**src/common/qsg_pkg.sv**
```systemverilog
// Purpose: Shared constants for the doubtful condition status groups.
// Assumes: Sixteen-bit status words, eight groups.
// Notes:   Group order is fixed by the index constants below.
package qsg_pkg;
  localparam int WORD_W     = 16;
  localparam int NUM_GROUPS = 8;
  localparam int SEL_W      = 3;
  localparam int OP_W       = 3;

  // Group indices.
  localparam logic [2:0] GRP_ACP    = 3'h0;
  localparam logic [2:0] GRP_FREQ   = 3'h1;
  localparam logic [2:0] GRP_LIM1   = 3'h2;
  localparam logic [2:0] GRP_LIM2   = 3'h3;
  localparam logic [2:0] GRP_MARG1  = 3'h4;
  localparam logic [2:0] GRP_MARG2  = 3'h5;
  localparam logic [2:0] GRP_POWER  = 3'h6;
  localparam logic [2:0] GRP_SYNC   = 3'h7;

  // Access operations.
  localparam logic [2:0] OP_RD_EVENT  = 3'h0;
  localparam logic [2:0] OP_RD_COND   = 3'h1;
  localparam logic [2:0] OP_WR_ENABLE = 3'h2;
  localparam logic [2:0] OP_WR_FALL   = 3'h3;
  localparam logic [2:0] OP_WR_RISE   = 3'h4;
  localparam logic [2:0] OP_RD_ENABLE = 3'h5;
  localparam logic [2:0] OP_RD_FALL   = 3'h6;
  localparam logic [2:0] OP_RD_RISE   = 3'h7;

  // Reset values.
  localparam logic [15:0] RST_WORD   = 16'h0000;
  localparam logic [15:0] RST_ENABLE = 16'h0000;
  localparam logic [15:0] RST_FALL   = 16'h0000;
  localparam logic [15:0] RST_RISE   = 16'hffff;
endpackage : qsg_pkg

```
**src/common/qsg_group_if.sv**
```systemverilog
// Purpose: Carries one group's controls and results to a group core.
// Assumes: Single clock domain.
// Notes:   One instance per group.
`timescale 1ns/1ps
interface qsg_group_if #(parameter int WIDTH = 16);
  logic [WIDTH-1:0] cond_in;
  logic             wr_enable;
  logic             wr_fall;
  logic             wr_rise;
  logic             clr_event;
  logic [WIDTH-1:0] wdata;
  logic [WIDTH-1:0] cond;
  logic [WIDTH-1:0] event_word;
  logic [WIDTH-1:0] enable;
  logic [WIDTH-1:0] fall;
  logic [WIDTH-1:0] rise;
  logic             summary;

  modport core (
    input  cond_in, wr_enable, wr_fall, wr_rise, clr_event, wdata,
    output cond, event_word, enable, fall, rise, summary
  );
  modport ctrl (
    output cond_in, wr_enable, wr_fall, wr_rise, clr_event, wdata,
    input  cond, event_word, enable, fall, rise, summary
  );
endinterface : qsg_group_if

```
**src/verilog/qsg_status_top.sv**
```systemverilog
// Purpose: Doubtful condition status groups behind a command port.
// Assumes: Condition inputs come from other clock domains or pins.
// Notes:   Instrument preset is an input that touches no status word.
// How it works
// - Reading an event word returns it and clears it.
// - Reading a condition word returns it and leaves it unchanged.
// - Each group has a writable 16-bit enable mask for its summary.
// - Falling filter bit set latches event on condition 1 to 0.
// - Rising filter bit set latches event on condition 0 to 1.
// - Instrument preset leaves every status word unchanged.
// - Eight groups: adj channel, freq, limit x2, margin x2, power, sync.
`timescale 1ns/1ps
module qsg_status_top #(
  parameter int WIDTH  = qsg_pkg::WORD_W,
  parameter int GROUPS = qsg_pkg::NUM_GROUPS
) (
  input  wire logic                          i_clk,
  input  wire logic                          i_rst,
  input  wire logic                          i_preset,
  input  wire logic [GROUPS*WIDTH-1:0]       i_cond,
  input  wire logic                          i_req,
  input  wire logic [qsg_pkg::OP_W-1:0]      i_op,
  input  wire logic [qsg_pkg::SEL_W-1:0]     i_group,
  input  wire logic [WIDTH-1:0]              i_wdata,
  output logic                               o_rvalid,
  output logic [WIDTH-1:0]                   o_rdata,
  output logic [GROUPS-1:0]                  o_summary
);
  logic [GROUPS*WIDTH-1:0] cond_meta;
  logic [GROUPS*WIDTH-1:0] cond_sync;
  logic [WIDTH-1:0]        next_rdata;
  logic                    next_rvalid;
  logic [GROUPS-1:0]       sum_w;
  logic [WIDTH-1:0]        cond_w  [GROUPS];
  logic [WIDTH-1:0]        event_w [GROUPS];
  logic [WIDTH-1:0]        en_w    [GROUPS];
  logic [WIDTH-1:0]        fall_w  [GROUPS];
  logic [WIDTH-1:0]        rise_w  [GROUPS];

  // Conditions arrive asynchronously; two flops before any use.
  always_ff @(posedge i_clk) begin
    if (i_rst) begin
      cond_meta <= '0;
      cond_sync <= '0;
    end else begin
      cond_meta <= i_cond;
      cond_sync <= cond_meta;
    end
  end

  genvar gi;
  generate
    for (gi = 0; gi < GROUPS; gi++) begin : g_grp
      qsg_group_if #(.WIDTH(WIDTH)) gif ();
      logic sel;
      assign sel = i_req && (i_group == (qsg_pkg::SEL_W)'(gi));
      assign gif.cond_in   = cond_sync[gi*WIDTH +: WIDTH];
      assign gif.wdata     = i_wdata;
      assign gif.wr_enable = sel && (i_op == qsg_pkg::OP_WR_ENABLE);
      assign gif.wr_fall   = sel && (i_op == qsg_pkg::OP_WR_FALL);
      assign gif.wr_rise   = sel && (i_op == qsg_pkg::OP_WR_RISE);
      assign gif.clr_event = sel && (i_op == qsg_pkg::OP_RD_EVENT);
      assign sum_w[gi]   = gif.summary;
      assign cond_w[gi]  = gif.cond;
      assign event_w[gi] = gif.event_word;
      assign en_w[gi]    = gif.enable;
      assign fall_w[gi]  = gif.fall;
      assign rise_w[gi]  = gif.rise;
      qsg_group_core u_core (
        .i_clk (i_clk),
        .i_rst (i_rst),
        .g     (gif)
      );
    end
  endgenerate

  // Read mux; the event word is captured before its clear lands.
  always_comb begin
    next_rdata  = '0;
    next_rvalid = 1'b0;
    if (i_req) begin
      case (i_op)
        qsg_pkg::OP_RD_EVENT: begin
          next_rvalid = 1'b1;
          next_rdata  = event_w[i_group];
        end
        qsg_pkg::OP_RD_COND: begin
          next_rvalid = 1'b1;
          next_rdata  = cond_w[i_group];
        end
        qsg_pkg::OP_RD_ENABLE: begin
          next_rvalid = 1'b1;
          next_rdata  = en_w[i_group];
        end
        qsg_pkg::OP_RD_FALL: begin
          next_rvalid = 1'b1;
          next_rdata  = fall_w[i_group];
        end
        qsg_pkg::OP_RD_RISE: begin
          next_rvalid = 1'b1;
          next_rdata  = rise_w[i_group];
        end
        default: begin
          next_rvalid = 1'b0;
          next_rdata  = '0;
        end
      endcase
    end
  end

  // Preset ignored.
  // Preset is deliberately not wired to any status storage.
  always_ff @(posedge i_clk) begin
    if (i_rst) begin
      o_rvalid <= 1'b0;
      o_rdata  <= '0;
    end else begin
      o_rvalid <= next_rvalid;
      o_rdata  <= next_rdata;
    end
  end

  always_ff @(posedge i_clk) begin
    if (i_rst) o_summary <= '0;
    else       o_summary <= sum_w;
  end
endmodule : qsg_status_top

```
**src/verilog/qsg_group_core.sv**
```systemverilog
// Purpose: One status group: condition, edge filters, event, enable.
// Assumes: cond_in already synchronised to i_clk.
// Notes:   A new event in the clearing cycle survives the clear.
`timescale 1ns/1ps
module qsg_group_core (
  input  wire logic   i_clk,
  input  wire logic   i_rst,
  qsg_group_if.core   g
);
  logic [qsg_pkg::WORD_W-1:0] next_event;
  logic [qsg_pkg::WORD_W-1:0] hit;

  always_ff @(posedge i_clk) begin
    if (i_rst) g.cond <= qsg_pkg::RST_WORD;
    else       g.cond <= g.cond_in;
  end

  always_comb begin
    hit = (g.rise & g.cond_in & ~g.cond) | (g.fall & ~g.cond_in & g.cond);
    next_event = (g.clr_event ? qsg_pkg::RST_WORD : g.event_word) | hit;
  end

  always_ff @(posedge i_clk) begin
    if (i_rst) g.event_word <= qsg_pkg::RST_WORD;
    else       g.event_word <= next_event;
  end

  always_ff @(posedge i_clk) begin
    if (i_rst)            g.enable <= qsg_pkg::RST_ENABLE;
    else if (g.wr_enable) g.enable <= g.wdata;
  end

  always_ff @(posedge i_clk) begin
    if (i_rst) begin
      g.fall <= qsg_pkg::RST_FALL;
      g.rise <= qsg_pkg::RST_RISE;
    end else begin
      if (g.wr_fall) g.fall <= g.wdata;
      if (g.wr_rise) g.rise <= g.wdata;
    end
  end

  always_ff @(posedge i_clk) begin
    if (i_rst) g.summary <= 1'b0;
    else       g.summary <= |(next_event & g.enable);
  end
endmodule : qsg_group_core

```
**config.mk**
```make
export PLATFORM = sky130hd
export DESIGN_NAME = qsg_status_top
export DESIGN_NICKNAME = d
export VERILOG_FILES = /design/src/common/qsg_pkg.sv /design/src/common/qsg_group_if.sv /design/src/verilog/qsg_status_top.sv /design/src/verilog/qsg_group_core.sv
export SDC_FILE = /design/constraint.sdc
export NUM_CORES = 2
export LEC_CHECK = 0
export BUFFER_PORTS_ARGS = -buffer_cell sky130_fd_sc_hd__buf_4
export CAP_MARGIN = 10
export CORE_UTILIZATION = 49
export CTS_CLUSTER_DIAMETER = 150
export DETAILED_ROUTE_END_ITERATION = 8
export PLACE_DENSITY_LB_ADDON = 0.12
export SETUP_SLACK_MARGIN = 0.1
export SYNTH_ARGS = -nofsm -noshare
export SYNTH_HDL_FRONTEND = slang
export SYNTH_SLANG_ARGS = --single-unit
```
**constraint.sdc**
```tcl
create_clock -name i_clk -period 5.98 [get_ports i_clk]
set_input_delay 0.897 -clock i_clk [delete_from_list [all_inputs] [get_ports i_clk]]
set_output_delay 0.897 -clock i_clk [all_outputs]
set_load 0.05 [all_outputs]
```
* Word level (Yosys, flattened, before mapping)
Index checks and enable logic that the tools add are counted.
Storage, ports and cells: flip-flop bits (word level) 929, input port bits 154, output and inout bits 25, word-level logic and storage cells 219
Cells by class: order comparisons 1, equal/unequal tests 14, mux-type cells 25, bitwise gates (word level) 74, reduce and logical (&&, ||, !) cells 52
Operators by type and width (count):
- AND 16 bit | 40
- 2-to-1 mux 16 bit | 18
- inverter 16 bit | 16
- bitwise OR 16 bit | 16
- binary-select mux 16 bit (select 3 bit) | 5
- OR reduction 16 bit | 8
- one-hot mux 16 bit (5 select lines) | 1
- logical AND 1 bit | 40
- == test 3 bit (second input constant) | 8
- == test 3 x 2 -> 1 bit (second input constant) | 4
- == test 3 x 1 -> 1 bit (second input constant) | 2
- zero test 3 bit | 2
- OR reduction 5 bit | 1
- >= comparator 4 bit (second input constant) | 1
- inverter 3 -> 4 bit | 1
- OR reduction 2 bit | 1
- 2-to-1 mux 1 bit | 1
- inverter 1 bit | 1

* Depth between registers and ports, before layout
depth in word-level cells 7, mapped depth 10, mapped depth without buffers 5

* Modules after synthesis
Synthesis repeated with hierarchy kept, for this count alone.
Unflattened totals: cells, all modules 3748, area, all modules 37958.9 um^2
Modules (own cells, without submodules):
- qsg_group_core | times used 8, cells each 320, area each 3130.5 um^2
- qsg_status_top | times used 1, cells each 1188, area each 12914.9 um^2

* Worst setup path before layout
OpenSTA, ideal clock, no wires.
path kind in2reg, start point input i_group[0] (netlist bit), end point register o_rdata[10], library setup time 128 ps, arrival time 2450 ps, data required time 5852 ps, setup slack 3402 ps, cell stages on the path 8, buffers on the path 3, cell sequence buf_6 -> buf_6 -> buf_2 -> mux4_2 -> a221oi_1 -> nor2_1 -> nor4_1 -> nor2_1
Between the ends: cells in the longest elaborated chain, start to end 5, elaborated cells on any way between the ends 17
Ends and longest elaborated chain:
- from (decl) | line qsg_status_top.sv:23 | input wire logic [qsg_pkg::SEL_W-1:0] i_group,
- inverter 3 -> 4 bit (not written as such) *
- binary-select mux 16 bit (select 3 bit), on equally long branches
- 2-to-1 mux 16 bit, on equally long branches (2 in series)
- one-hot mux 16 bit (5 select lines) * | line qsg_status_top.sv:82 | case (i_op)
- to (signal assigned) | line qsg_status_top.sv:119 | o_rdata <= next_rdata;
- to (decl) | line qsg_status_top.sv:26 | output logic [WIDTH-1:0] o_rdata,
Mark *: on every way between the ends. The rest lies on a longest branch, timed or not. The select of a mux whose other input is x is not followed. A chain may end at the register's enable or synchronous reset.

* Worst setup path in the final report
Same ends and word-level chain as after synthesis.

==> flow_metrics.py <==
metrics = {
    "drt": {
        "vias_per_cell": 6.16,
        "final_antenna_net_count": 0,
        "dr.pass1.iters": 6,
        "drtIter0Drc": 3858,
        "drt_wl_total_um": 140000,
        "via_count": 30255,
        "routedWlPerCell_um": 28.5,
        "drc_errors": 0,
    },
    "sta": {
        "period_share_pct": 58.8,
        "setup_viol": 0,
        "layout_min_cycle_time_ns": 3.52,
        "hold_viol": 0,
        "worstMarginPinSlew_ns": 1.20,
        "final.setup_skew_ns": 0.0198,
        "max-slew-margin-rel_pct": 19.8,
        "slew_viol_final": 0,
        "final.setup.worst_slack_ns": 2.46,
        "rsz0062_at_grt": "false",
        "setup_tns_ns": 0,
        "timing.fmax_mhz": 284,
    },
    "power_and_ir_drop": {
        "p_clk_share_pct": 46.0,
        "internal_power_mw": 10.4,
        "pwr-share-seq_pct": 47.7,
        "vdd_drop_max_v": 0.000225,
        "total_leakage_power_nw": 15.1,
        "power_density_nw_per_um2": 321,
        "p_sw_mw": 3.27,
        "switching_share_pct": 24.0,
        "share_comb_of_total_power_pct": 6.3,
    },
    "critical_path": {
        "crit_start": "i_group[0]",
        "r2r_cells": 5,
        "critical_path_depth": 7,
        "path_max_fanout": 76,
        "crit_path_top_delay_cell": "a221oi_1",
        "worstPathArrival_ns": 4.04,
        "worstPathCellList": "buf_8, buf_4, mux4_2, a221oi_1, nor2_1, nor4_1, nor2_1",
        "startpoint_type": "primary input",
        "crit_path_frequent_cell": "nor2_1",
        "end_kind": "flip-flop",
        "cp_top_family": "buffers and inverters",
        "required_ns": 6.50,
        "slowest_delay_ns": 0.74,
        "critical_path_class": "in -> reg",
        "path_buf_inv": 2,
        "timing.rr.start": "g_grp[3].u_core.g.fall[8]",
    },
    "finish": {
        "layout_common_cells": "dfxtp_1 (929), nand2_1 (478), nor2b_1 (459)",
        "synthToLayoutAreaGrowth_pct": 13.7,
        "drive_gt1_share_pct": 14.4,
        "multi_input_area_um2": 17600,
        "regArea_um2": 18600,
        "final_cells": 4911,
        "layout_commonest_cell": "dfxtp_1",
        "nNetsFinal": 4018,
        "fillers": 6648,
    },
    "cts": {
        "cts.root.buffer_cell": "clkbuf_16",
        "cts_num_sinks": 929,
        "cts_tree": "done",
        "ctsHoldBuffers": 0,
        "post-cts-setup-buffer-count": 0,
        "cts_buffers": 96,
        "htree_levels": 3,
        "cts_resized": 0,
        "insertion_delay_ns": 0.67,
        "cts_buffer_depth": 3,
        "clkTransAtPathRegs_ns": 0.06,
    },
    "grt": {
        "grt_max_degree": 208,
        "gr-total-overflow": 0,
        "grt_usage_pct": 35.5,
        "antenna_found_initial": 3,
        "first_global_vias": 27606,
        "grt_first_pass_wirelength_um": 198000,
    },
    "yosys": {
        "synth_area_um2": 37400,
        "async_flop_share_pct": 0,
        "syn_area_per_cell_um2": 9.79,
        "syn_nets": 3971,
        "yosysSeqAreaShare_pct": 49.8,
        "synth.distinct_cells": 52,
        "synth_edf_count": 0,
        "ys.flop_type": "dfxtp_1",
        "ys_ff_latch": 929,
        "synthCells": 3817,
        "ys_warn_count": 0,
    },
    "placement": {
        "gp_congestion": 0.987,
        "dp_hpwl_um": 98100,
        "portBuffers": 177,
        "dp_cells": 4735,
        "post-place-ws_ns": 2.04,
    },
    "floorplan": {
        "die_w_um": 278,
        "coreArea_um2": 74900,
        "die_h_um": 278,
        "fp.dieArea_um2": 77400,
        "rows": 100,
        "ios": 179,
        "start_util_pct": 49.9,
    },
    "hold_path": {
        "hold_start": "cond_meta[97]",
        "hold_depth": 1,
        "worstHoldPathType": "reg -> reg",
    },
    "job": {
        "max_cap_viol_count": 0,
    },
    "status": {
        "outcome": "finished, final reports clean",
    },
}
## metrics by stage
stage / power, mW / hold WS [ns] / area [um2] / util (%)
6_report: 13.6 / 0.431 / 42500 / 56.7
5_1_grt: 14.0 / 0.429 / 42500 / 56.7
4_1_cts: 13.7 / 0.408 / 42500 / 56.7
3_5_place_dp: 7.48 / 0.420 / 39200 / 52.3
3_3_place_gp: 7.48 / 0.416 / 39200 / 52.3
2_1_floorplan: 7.09 / 0.414 / 37400 / -
## final cells by class
type | count | area share (%)
flip-flops and latches | 929 | 43.8
multi-input cells | 2608 | 41.4
clock buffers | 128 | 6.34
repair buffers | 226 | 4.18
well taps | 969 | 2.85
clock inverters | 47 | 1.46
inverters | 3 | 0.0265
diodes | 1 | 0.00589
## per-layer routing
layer / vias to the layer above / GRT usage, % / share of wire, %
met3: 295 / 6.30 / 9.1
met2: 1619 / 53.9 / 44
li1: 13488 / - / -
met1: 14853 / 47.1 / 40
met5: - / 0 / 0
met4: 0 / 21.6 / 6.9
## state kept, by name, summed over array words and instances (netlist names)
register	cells
cond_meta	128
cond_sync	128
g_grp.u_core.g.cond	128
g_grp.u_core.g.enable	128
g_grp.u_core.g.event_word	128
g_grp.u_core.g.fall	128
g_grp.u_core.g.rise	128
o_rdata	16
g_grp.u_core.g.summary	8
o_summary	8
o_rvalid	1
## power by group through the flow
| stage | clock [mW] | sequential (mW) | combinational (mW) |
|---|---|---|---|
| finish | 6.28 | 6.51 | 0.860 |
| global route | 6.59 | 6.52 | 0.901 |
| detailed placement | 0 | 6.64 | 0.843 |
| global placement | 0 | 6.64 | 0.840 |
| CTS | 6.34 | 6.51 | 0.847 |
| floorplan | 0 | 6.57 | 0.513 |
## worst paths after layout
path,end,slack [ns]
min,cond_sync[97],0.43
max reg2reg,g_grp[3].u_core.g.summary,3.58
max,o_rdata[10],2.46
min reg2reg,cond_sync[97],0.43
## cells in the mapped netlist, types with 2 or more instances
cell type	number	area share, %
a32o_1	4	0.11
and2_1	3	0.050
a21oi_1	287	3.8
mux2_2	6	0.18
buf_1	15	0.15
nand4_1	9	0.15
and3b_1	2	0.047
dfxtp_1	929	50
nor3b_1	2	0.040
nor2_4	4	0.12
a221oi_1	52	1.2
a31oi_1	13	0.22
nor3_2	4	0.11
and4_1	16	0.38
nand2b_1	3	0.050
or3_1	2	0.033
o21ai_0	142	1.9
o22ai_1	6	0.10
or2_1	2	0.033
mux4_2	150	9.0
nand2_1	478	4.8
buf_4	20	0.40
clkbuf_1	192	1.9
a22o_1	8	0.19
nand3_1	138	1.8
mux2i_1	133	3.6
a221o_1	2	0.054
nor2b_1	459	7.7
buf_6	12	0.36
a22oi_1	117	2.4
nand3b_1	194	3.9
a211o_1	64	1.5
nor2_1	279	2.8
and2_0	4	0.067
nor3_1	7	0.094
a32oi_1	2	0.047
buf_2	38	0.51
nor2_2	5	0.084
## cell families (layout without fill, tap and decap cells)
| family | count (synthesis) | count (layout) | share of synthesized area (%) |
|---|---|---|---|
| buffers and inverters | 280 | 404 | 3.38 |
| AO/OA/AOI/OAI | 702 | 702 | 11.6 |
| multiplexers | 289 | 289 | 12.8 |
| other | 0 | 1 | 0 |
| flip-flops | 929 | 929 | 49.8 |
| AND/OR/NAND/NOR | 1617 | 1617 | 22.4 |
No activity file was read; power rests on OpenSTA's default activity.
